--- config.mk ---
export PLATFORM = sky130hd
export DESIGN_NAME = sti_monitor
export DESIGN_NICKNAME = d
export VERILOG_FILES = /design/src/rtl/sti_pkg.sv /design/src/rtl/sti_monitor.sv
export VERILOG_INCLUDE_DIRS = /design/src /design/src/rtl
export SDC_FILE = /design/constraint.sdc
export NUM_CORES = 1
export LEC_CHECK = 0
export BUFFER_PORTS_ARGS = -buffer_cell sky130_fd_sc_hd__buf_2
export CAP_MARGIN = 20
export CORE_AREA = 5 5 134 136
export CTS_CLUSTER_SIZE = 25
export DETAILED_ROUTE_END_ITERATION = 10
export DIE_AREA = 0 0 139 141
export PLACE_DENSITY = 0.83
export SLEW_MARGIN = 20
export SYNTH_ARGS = -nofsm -noshare
export SYNTH_HDL_FRONTEND = slang
export SYNTH_SLANG_ARGS = --single-unit
--- constraint.sdc ---
create_clock -name clk_in -period 4.32 [get_ports clk_in]
set_clock_uncertainty 0.2 [all_clocks]
set_input_delay 0.432 -clock clk_in [delete_from_list [all_inputs] [get_ports clk_in]]
set_output_delay 0.432 -clock clk_in [all_outputs]
set_load 0.005 [all_outputs]
--- src/rtl/sti_regs.svh ---
// Constants of the torque interlock monitor: offsets, fields, resets, times.
// Assumes a 40 MHz clock and 32-bit Avalon-MM byte addressing.
// Operation
// - The power stage is enabled only while both torque-off inputs are high.
// - Both inputs low keeps the stage disabled and raises no fault; a failed self-test keeps fault raised until both inputs go high again.
// - Exactly one input high keeps the stage disabled and raises a fault.
// - A self-test runs at power-on and whenever both inputs go high together.
// - Only a passed self-test with both inputs high lets the motor run.
// - A stall is declared when current stays above threshold for the timeout.
// - Current limit and stall threshold are set in 0.1 A steps up to 180 A.
// - A short circuit stops the motor until an idle command is given.
// - Over and under voltage limits are set in 0.1 V, default 60 V and 5 V.
// - The status indicator pulses once every two seconds after power-on.
`ifndef STI_REGS_SVH
`define STI_REGS_SVH

`define STI_OFF_CTRL 5'h00
`define STI_OFF_STATUS 5'h04
`define STI_OFF_CUR_LIM 5'h08
`define STI_OFF_STALL_THR 5'h0C
`define STI_OFF_STALL_TMO 5'h10
`define STI_OFF_OV_THR 5'h14
`define STI_OFF_UV_THR 5'h18

`define STI_CTRL_IDLE_BIT 0

`define STI_ST_STAGE_BIT 0
`define STI_ST_STO_FLT_BIT 1
`define STI_ST_PASS_BIT 2
`define STI_ST_BUSY_BIT 3
`define STI_ST_STALL_BIT 4
`define STI_ST_SHORT_BIT 5
`define STI_ST_OV_BIT 6
`define STI_ST_UV_BIT 7
`define STI_ST_IN_LSB 8
`define STI_ST_TFAIL_BIT 10

`define STI_CUR_MAX 16'h0708
`define STI_CUR_LIM_RST 16'h04B0
`define STI_STALL_THR_RST 16'h0708
`define STI_STALL_TMO_RST 16'h01F4
`define STI_STALL_TMO_MAX 16'hFDE8
`define STI_OV_RST 16'h0258
`define STI_UV_RST 16'h0032

`define STI_CLK_PERIOD_NS 25
`define STI_MS_NS 1000000
`define STI_FILT_NS 1000
`define STI_FILT_CYC (`STI_FILT_NS / `STI_CLK_PERIOD_NS)
`define STI_TEST_NS 10000
`define STI_TEST_CYC (`STI_TEST_NS / `STI_CLK_PERIOD_NS)
`define STI_LED_PERIOD_MS 2000
`define STI_LED_ON_MS 100

`endif

--- src/rtl/sti_pkg.sv ---
// Types of the torque interlock monitor.
// Assumes sti_regs.svh for the numbers.
package sti_pkg;

  typedef enum logic [1:0] {
    ST_TEST,
    ST_PASS,
    ST_FAIL,
    ST_WAIT
  } sti_test_t;

  typedef struct packed {
    logic [1:0] s1;
    logic [1:0] s2;
    logic [1:0] filt;
    logic [5:0] fcnt;
    sti_test_t st;
    logic [8:0] tcnt;
    logic short_l;
    logic stall_l;
    logic ov;
    logic uv;
    logic [15:0] lim;
    logic [15:0] sthr;
    logic [15:0] stmo;
    logic [15:0] ovt;
    logic [15:0] uvt;
    logic [15:0] pre;
    logic [15:0] stall_ms;
    logic [10:0] led_ms;
    logic led;
    logic stage;
    logic fault;
    logic ack;
    logic [31:0] rdata;
  } sti_state_t;

endpackage

--- src/rtl/sti_monitor.sv ---
// Torque interlock monitor: gates the power stage from the two torque-off
// inputs, runs the self-test, watches stall, short and supply voltage.
// Assumes synchronous analog readings and an Avalon-MM master on clk_in.
`timescale 1ns/1ps
`include "sti_regs.svh"

module sti_monitor import sti_pkg::*; #(
  parameter int MS_CYC = `STI_MS_NS / `STI_CLK_PERIOD_NS
) (
  input wire logic clk_in,
  input wire logic rst_in,
  input wire logic torque_off_input_a_in,
  input wire logic torque_off_input_b_in,
  input wire logic stage_fb_in,
  input wire logic short_detect_in,
  input wire logic [15:0] motor_current_in,
  input wire logic [15:0] bus_voltage_in,
  input wire logic [4:0] avs_address_in,
  input wire logic avs_read_in,
  input wire logic avs_write_in,
  input wire logic [31:0] avs_writedata_in,
  input wire logic [3:0] avs_byteenable_in,
  output logic [31:0] avs_readdata_out,
  output logic avs_waitrequest_out,
  output logic power_stage_en_out,
  output logic fault_alarm_out,
  output logic status_led_out,
  output logic [1:0] status_color_out,
  output logic [15:0] current_limit_out
);

  localparam logic [15:0] MS_LAST = 16'(MS_CYC - 1);
  localparam logic [5:0] FILT_LAST = 6'(`STI_FILT_CYC - 1);
  localparam logic [8:0] TEST_LAST = 9'(`STI_TEST_CYC - 1);
  localparam logic [10:0] LED_LAST = 11'(`STI_LED_PERIOD_MS - 1);
  localparam logic [10:0] LED_ON = 11'(`STI_LED_ON_MS);

  sti_state_t r_reg;
  sti_state_t r_next;

  logic req;
  logic wr_go;
  logic idle_cmd;
  logic both_hi;
  logic one_hi;
  logic both_rise;
  logic ms_tick;
  logic [31:0] wmask;
  logic [31:0] status_word;

  function automatic logic [15:0] merge16(input logic [15:0] old,
                                          input logic [31:0] wd,
                                          input logic [31:0] m);
    merge16 = (old & ~m[15:0]) | (wd[15:0] & m[15:0]);
  endfunction

  assign req = avs_read_in | avs_write_in;
  assign avs_waitrequest_out = req & ~r_reg.ack;
  assign wr_go = avs_write_in & r_reg.ack;
  assign wmask = {{8{avs_byteenable_in[3]}}, {8{avs_byteenable_in[2]}},
                  {8{avs_byteenable_in[1]}}, {8{avs_byteenable_in[0]}}};
  assign idle_cmd = wr_go && avs_address_in == `STI_OFF_CTRL
                    && avs_byteenable_in[0]
                    && avs_writedata_in[`STI_CTRL_IDLE_BIT];

  assign both_hi = r_reg.filt == 2'b11;
  assign one_hi = r_reg.filt[0] ^ r_reg.filt[1];
  // Filter about to settle on both high; read from registers only
  assign both_rise = !both_hi && r_reg.s2 == 2'b11
                     && r_reg.fcnt == FILT_LAST;
  assign ms_tick = r_reg.pre == MS_LAST;

  always_comb begin
    status_word = 32'h0000_0000;
    status_word[`STI_ST_STAGE_BIT] = r_reg.stage;
    status_word[`STI_ST_STO_FLT_BIT] = one_hi;
    status_word[`STI_ST_PASS_BIT] = r_reg.st == ST_PASS;
    status_word[`STI_ST_BUSY_BIT] = r_reg.st == ST_TEST;
    status_word[`STI_ST_STALL_BIT] = r_reg.stall_l;
    status_word[`STI_ST_SHORT_BIT] = r_reg.short_l;
    status_word[`STI_ST_OV_BIT] = r_reg.ov;
    status_word[`STI_ST_UV_BIT] = r_reg.uv;
    status_word[`STI_ST_IN_LSB +: 2] = r_reg.filt;
    status_word[`STI_ST_TFAIL_BIT] = r_reg.st == ST_FAIL;
  end

  always_comb begin
    r_next = r_reg;
    // Input synchroniser and deglitch filter
    r_next.s1 = {torque_off_input_b_in, torque_off_input_a_in};
    r_next.s2 = r_reg.s1;
    if (r_reg.s2 == r_reg.filt) begin
      r_next.fcnt = 6'h00;
    end else if (r_reg.fcnt == FILT_LAST) begin
      r_next.fcnt = 6'h00;
      r_next.filt = r_reg.s2;
    end else begin
      r_next.fcnt = r_reg.fcnt + 6'h01;
    end

    // Self-test: stage held off, feedback must stay low for the whole run
    case (r_reg.st)
      ST_TEST: begin
        r_next.tcnt = r_reg.tcnt + 9'h001;
        if (stage_fb_in) begin
          r_next.st = ST_FAIL;
        end else if (r_reg.tcnt == TEST_LAST) begin
          r_next.st = ST_PASS;
        end
      end
      ST_PASS: begin
        if (!both_hi) begin
          r_next.st = ST_WAIT;
        end
      end
      ST_FAIL, ST_WAIT: begin
        r_next.st = r_reg.st;
      end
      default: begin
        r_next.st = ST_FAIL;
      end
    endcase
    if (both_rise) begin
      r_next.st = ST_TEST;
      r_next.tcnt = 9'h000;
    end

    // Protection monitors
    r_next.pre = ms_tick ? 16'h0000 : r_reg.pre + 16'h0001;
    if (motor_current_in <= r_reg.sthr) begin
      r_next.stall_ms = 16'h0000;
    end else if (ms_tick && r_reg.stall_ms != r_reg.stmo) begin
      r_next.stall_ms = r_reg.stall_ms + 16'h0001;
    end
    r_next.stall_l = (r_reg.stall_ms == r_reg.stmo
                      && motor_current_in > r_reg.sthr)
                     || (r_reg.stall_l && !idle_cmd);
    r_next.short_l = short_detect_in
                     || (r_reg.short_l && !idle_cmd);
    r_next.ov = bus_voltage_in > r_reg.ovt;
    r_next.uv = bus_voltage_in < r_reg.uvt;

    r_next.stage = both_hi && r_reg.st == ST_PASS && !r_reg.short_l
                   && !r_reg.stall_l && !r_reg.ov && !r_reg.uv;
    r_next.fault = one_hi || r_reg.st == ST_FAIL || r_reg.short_l
                   || r_reg.stall_l || r_reg.ov || r_reg.uv;

    // Status pulse every two seconds
    if (ms_tick) begin
      r_next.led_ms = r_reg.led_ms == LED_LAST ? 11'h000
                      : r_reg.led_ms + 11'h001;
    end
    r_next.led = r_reg.led_ms < LED_ON;

    // Avalon slave: one wait state, read data latched in that state
    r_next.ack = req & ~r_reg.ack;
    if (req && !r_reg.ack) begin
      case (avs_address_in)
        `STI_OFF_STATUS: r_next.rdata = status_word;
        `STI_OFF_CUR_LIM: r_next.rdata = {16'h0000, r_reg.lim};
        `STI_OFF_STALL_THR: r_next.rdata = {16'h0000, r_reg.sthr};
        `STI_OFF_STALL_TMO: r_next.rdata = {16'h0000, r_reg.stmo};
        `STI_OFF_OV_THR: r_next.rdata = {16'h0000, r_reg.ovt};
        `STI_OFF_UV_THR: r_next.rdata = {16'h0000, r_reg.uvt};
        default: r_next.rdata = 32'h0000_0000;
      endcase
    end
    if (wr_go) begin
      case (avs_address_in)
        `STI_OFF_CUR_LIM: begin
          r_next.lim = merge16(r_reg.lim, avs_writedata_in, wmask);
          if (r_next.lim > `STI_CUR_MAX) begin
            r_next.lim = `STI_CUR_MAX;
          end
        end
        `STI_OFF_STALL_THR: begin
          r_next.sthr = merge16(r_reg.sthr, avs_writedata_in, wmask);
          if (r_next.sthr > `STI_CUR_MAX) begin
            r_next.sthr = `STI_CUR_MAX;
          end
        end
        `STI_OFF_STALL_TMO: begin
          r_next.stmo = merge16(r_reg.stmo, avs_writedata_in, wmask);
          if (r_next.stmo == 16'h0000) begin
            r_next.stmo = 16'h0001;
          end else if (r_next.stmo > `STI_STALL_TMO_MAX) begin
            r_next.stmo = `STI_STALL_TMO_MAX;
          end
        end
        `STI_OFF_OV_THR: begin
          r_next.ovt = merge16(r_reg.ovt, avs_writedata_in, wmask);
        end
        `STI_OFF_UV_THR: begin
          r_next.uvt = merge16(r_reg.uvt, avs_writedata_in, wmask);
        end
        default: begin
          r_next.ovt = r_reg.ovt;
        end
      endcase
    end
  end

  always_ff @(posedge clk_in) begin
    if (rst_in) begin
      r_reg <= '0;
      r_reg.st <= ST_TEST;
      r_reg.lim <= `STI_CUR_LIM_RST;
      r_reg.sthr <= `STI_STALL_THR_RST;
      r_reg.stmo <= `STI_STALL_TMO_RST;
      r_reg.ovt <= `STI_OV_RST;
      r_reg.uvt <= `STI_UV_RST;
    end else begin
      r_reg <= r_next;
    end
  end

  assign avs_readdata_out = r_reg.rdata;
  assign power_stage_en_out = r_reg.stage;
  assign fault_alarm_out = r_reg.fault;
  assign status_led_out = r_reg.led;
  assign status_color_out = {r_reg.fault, r_reg.stage};
  assign current_limit_out = r_reg.lim;
endmodule

# Yosys cells after proc, flatten, opt, wreduce, memory -nomap -nowiden
# Cells that the tools add are included.
[op_classes]
n_shift = 0
magnitude_cmp = 8
bitwise_logic = 19
add_sub_neg = 5
div_mod_pow = 0
reduce_logical = 44
muxes = 10
eq_ne = 20
multipliers = 0
[op_table]
columns = ["cell", "n"]
rows = [
  ["16-bit AND", 6],
  ["16-bit case mux with 6 select lines", 1],
  ["16-bit OR", 5],
  ["16-bit 2-to-1 mux", 4],
  ["16-bit by 1-bit adder with 16-bit output, second input constant", 2],
  ["16-bit by 11-bit > comparator with 1-bit output, second input constant", 2],
  ["16-bit > comparator", 2],
  ["16-bit equality test", 1],
  ["16-bit equality test, second input constant", 1],
  ["16-bit > comparator, second input constant", 1],
  ["16-bit less-or-equal comparator", 1],
  ["16-bit logical NOT", 1],
  ["16-bit < comparator", 1],
  ["16-bit != test", 1],
  ["16-bit inverter", 1],
  ["5-bit equality test, second input constant", 3],
  ["1-bit logical AND", 15],
  ["2-bit AND reduction", 6],
  ["11-bit by 1-bit adder with 11-bit output, second input constant", 1],
  ["11-bit equality test, second input constant", 1],
  ["11-bit by 7-bit < comparator with 1-bit output, second input constant", 1],
  ["11-bit 2-to-1 mux", 1],
  ["5-bit by 4-bit equality test with 1-bit output, second input constant", 2],
  ["9-bit by 1-bit adder with 9-bit output, second input constant", 1],
  ["other kinds (22)", 45],
]
[word_totals]
memories = 0
wordCells = 129
ram_bits = 0
latchBits = 0
register_bits = 186
input_bits = 81
romBits = 0
output_inout_bits = 54

# Longest topological paths before layout
[logic_depth]
depth_word = 7
depth_mapped = 10
depth_no_buf = 8

# Least setup slack after synthesis
# OpenSTA, ideal clock, no wires.
[synth_timing]
path_type = "input-to-reg"
startpoint = "in motor_current_in[1]"
endpoint = "reg r_reg[53] (netlist name)"
setup_ns = 0.128
required_time_ns = 3.992
stages = 9
arrival_time_ns = 1.928
path_buffers = 2
slack_ns = 2.065
path_cell_list = "ha_1 > nor2b_1 > o211ai_1 > a21oi_1 > o21ai_0 > a311o_1 > clkbuf_1 > clkbuf_1 > nor2_1"
[synth_between]
elab_chain_cells = 2
[synth_rtl]
columns = ["element", "line_no", "source"]
rows = [
  ["start: declaration", "sti_monitor.sv:16", "input wire logic [15:0] motor_current_in,"],
  ["16-bit less-or-equal comparator", "sti_monitor.sv:130", "if (motor_current_in <= r_reg.sthr) begin"],
  ["2-bit OR reduction (no source line)", "-", ""],
  ["end signal: assignment", "sti_monitor.sv:213", "r_reg <= r_next;"],
  ["end: declaration", "sti_monitor.sv:38", "sti_state_t r_reg;"],
]
# No other way between the ends.
# A chain may end at the register's enable or synchronous reset.

# Worst setup path after layout
[layout_timing]
startpoint = "reg r_reg[128] (netlist name)"
endpoint = "reg r_reg[161] (netlist name)"
[layout_between]
elab_chain_cells = 3
[layout_rtl]
columns = ["element", "line_no", "source"]
rows = [
  ["16-bit > comparator", "sti_monitor.sv:136", "&& motor_current_in > r_reg.sthr)"],
  ["1-bit logical AND", "sti_monitor.sv:136", ""],
  ["1-bit logical OR", "sti_monitor.sv:137", "|| (r_reg.stall_l && !idle_cmd);"],
]
# No other way between the ends.

==> results.txt <==
The maximum clock frequency is 359 MHz. After synthesis, the largest family of logic cells by area is simple AND/OR/NAND/NOR gates. The hold path startpoint is torque_off_input_b_in.

The final-report hold violation count was 0. The worst-case setup slack after placement is 1.57 ns. STA classifies the critical path startpoint as a flip-flop.

The final instance area is 10100 um^2. The hold path depth came out at 2. The arrival time of data at the critical path endpoint is 2.88 ns. By instance count, the cell type seen most on the critical path is o21ai_0.

After global routing the overflow that remains totals 0. The number of buffers added by the clock tree synthesis step came out at 17. The area share of the largest cell type after synthesis is 0.368. The number of antenna violations at the first check in global routing is 0. For this design the static power due to leakage is 4.16 nW. The final setup violation count is 0. The post-route minimum period is 2.78 ns. Across the run, the number of max-cap violations was 0.

The type of the worst setup path is flip-flop to flip-flop. Routability-driven placement finished with a final weighted congestion of 0.947. The clock insertion delay at the later pin of the skew report came out at 0.44 ns. In this run the number of H-tree levels came out at 4.

The start of the worst register-to-register path is r_reg[128]. The final worst hold slack is 0.0186 ns. The aggregate negative setup slack came out at 0 ns. The synthesized-area fraction occupied by adder cells came out at 0.0717. dfxtp_1 takes more of the synthesized area than any other cell. In the final layout, the share of cells above drive strength 1 is 0.139.

The normalized max-slew margin came out at 0.325. After synthesis, the cell types taking the most area are dfxtp_1, ha_1, xor2_1. Detailed placement finished with a half-perimeter wire length of 17800 um.

The signal on the critical path passes through inv_1, ha_1, nor2b_1, o211ai_1, a21oi_1, o21ai_0, a311o_1, o21ai_0. The number of fill cells came out at 1459. The register area share after synthesis came out at 0.368. Power spread over the standard cell area amounts to 327 nW/um^2. The cell area that synthesis handed to floorplanning was 9250 um^2. The aggregate global-route resource usage came out at 0.243. The classification of the worst-slack hold path is primary input to flip-flop.

The number of iterations in the first detailed-routing pass came out at 7. Entering global routing, the biggest net connects 91 pins. The core region area is 16800 um^2. In this run, placement finished with an instance count of 1339. Post-CTS timing repair inserted 0 buffers for setup. The slowest stage of the critical path is the a311o_1 cell. In the synthesized netlist, the number of instances is 1093. The post-synthesis area per instance came out at 8.46 um^2. The post-route DRC violation count came out at 0. The internal power consumption is 2.47 mW. Counting flops with an async set or reset pin after synthesis yields a share of 0. The clock drives 170 sinks. The leading register cell type out of synthesis is dfxtp_1. The worst setup path is captured at a flip-flop. The combinational fraction of design power is 0.072. VDD sags by at most 0.000289 V. The wire length reported by the detailed router came out at 24600 um. The switching share of power is 0.254. TritonCTS built the clock tree. For this run, the number of Yosys warnings is 0. CTS placed an instance of clkbuf_16 at the clock tree root. The post-synthesis xor/xnor area fraction came out at 0.0596. The die outline height came out at 141 um. The capture instance of the worst register-to-register path is r_reg[161]. After detailed placement, the total cell area comes to 9550 um^2. The area growth from synthesis to layout is 9.35%. The count of vias placed by the detailed router came out at 8347.

The flop-to-flop setup slack came out at 1.54 ns. For this run, the post-layout net count is 1267. The number of enable flip-flop cells after synthesis is 0.

The initial core utilization is 0.550. Counting distinct cell types in the post-synthesis netlist gives 76. The multiplexer share of the synthesized area came out at 0.0275.

The via count of the first global-routing pass came out at 7607. The die is 139 um wide. The buffer depth of the longest clock path is 2.

The run finished with clean final reports. The required time of the worst setup path came out at 4.42 ns. The initialized floorplan defines 48 standard-cell rows.

The transition at the pin with the smallest max-transition slack came out at 1.01 ns. The I/O pin count is 135. In this run, post-CTS repair resized a total of 0 instances. The wire length of the first global-routing pass came out at 38800 um. In this run the tool buffered the top-level ports with 100 buffer cells. Once routing completed, OpenROAD measured the worst setup slack at 1.54 ns. The net switching component of the power came out at 0.842 mW.

The share of the cycle needed by the critical path after routing came out at 0.644. The count of nets left with antenna violations once routing finished came out at 0. The compound-gate portion of the synthesized area is 0.173. The number of cells on the worst reg-to-reg path is 8.

The final count of pins violating max slew is 0. The capture endpoint of the worst hold path is r_next[183]. The share of synthesized cell area in and, or, nand and nor gates is 0.212. The number of standard cells in the final layout excluding fillers came out at 1371.

The flip-flop and latch count after synthesis is 170. The average wire per cell in the routed design is 17.9 um. The biggest cell delay along the critical path is 0.76 ns.

0 antenna diodes ended up in the layout. In this run, the number of DRC markers left after iteration 0 of detailed routing was 1100. After clock tree synthesis, the flow added hold-fix buffers numbering 0. The sequential share of power came out at 0.481. The share of total power dissipated in the clock network is 0.447. The overall die area is 19600 um^2. Setup repair after global routing left no endpoint under its margin. The maximum net fanout on the critical path came out at 17. The routed via count divided by cell count came out at 6.09.

The clock transition at the register clock pins on the worst setup and hold paths after CTS is 0.07 ns.
[Yosys cell counts (all sizes together) (12+ instances only)]
master / instances
clkbuf: 34
ha: 53
nand2: 77
buf: 67
and3: 27
nor3: 19
nor2b: 12
xor2: 52
nor4: 14
nor2: 114
nand4: 31
mux2i: 22
inv: 58
o21ai: 27
dfxtp: 170
nand3: 47
a22oi: 38
a21oi: 81
[worst max-delay path: cells and delay by family, from the launching register on]
family | cells | cell delay [ns]
compound gates | 5 | 1.53
fa+ha+maj | 1 | 0.28
buf+inv | 1 | 0.07
flops | 1 | 0.43
simple gates | 1 | 0.13
[metrics by stage]
stage,power (mW),util
finish,3.31,0.602
global placement,1.85,0.568
CTS,3.32,0.602
global route,3.42,0.602
floorplan,1.78,-
detailed placement,1.86,0.568
[cells in the final DEF (no fill, tap or decap), types with 19 or more instances in the layout]
master	synthesis	layout
nand4_1	29	29
dfxtp_1	170	170
o21ai_0	26	26
xor2_1	52	52
mux2i_1	22	22
nor2_1	113	113
a21oi_1	79	79
and3_1	27	27
inv_1	58	58
nand2_1	76	76
ha_1	53	53
nor3_1	19	19
buf_2	12	100
a22oi_1	38	38
nand3_1	47	47
[area by class of cell]
type | instances | area (um^2) | share of cell area
inverter | 59 | 221 | 0.0219
tap | 225 | 282 | 0.0278
clock inverter | 15 | 143 | 0.0141
sequential | 170 | 3400 | 0.336
multi-input combinational | 778 | 5090 | 0.503
timing repair buffer | 107 | 553 | 0.0547
clock buffer | 17 | 425 | 0.0421
[metal layers]
metal  vias up  routed length, um  global-route usage
met4         0                913               0.101
met1      3929              10100               0.313
met5         -                  0                   0
met3        78               2140              0.0533
met2       421              11400               0.395
li1       3919                  -                   -
[worst max path at each step]
stage	startpoint	endpoint	slack, ns	cells past startpoint
after floorplan	motor_current_in[1]	r_reg[53]	2.06	9
after global placement	motor_current_in[1]	r_reg[161]	1.63	8
after detailed placement	motor_current_in[1]	r_reg[161]	1.57	8
after CTS	r_reg[128]	r_reg[161]	1.60	8
after global routing	r_reg[128]	r_reg[161]	1.41	8
final	r_reg[128]	r_reg[161]	1.54	8
[power groups by stage]
stage / sequential (mW) / combinational, mW / clock (mW)
2_1_floorplan: 1.62 / 0.153 / 0
3_3_place_gp: 1.63 / 0.226 / 0
3_5_place_dp: 1.63 / 0.232 / 0
4_1_cts: 1.59 / 0.234 / 1.49
5_1_grt: 1.59 / 0.261 / 1.57
6_report: 1.59 / 0.239 / 1.48
[cells by family (layout without fill, tap and decap cells)]
logic type                 after synthesis  in the layout
other                                    1             16
AOI/OAI and AO/OA                      233            233
buffers and inverters                  160            198
muxes                                   25             25
DFF                                    170            170
xor gates and xnor gates                63             63
and+or+nand+nor                        388            388
adders and majority gates               53             53
Note: power is estimated with default switching activity, not from simulation.
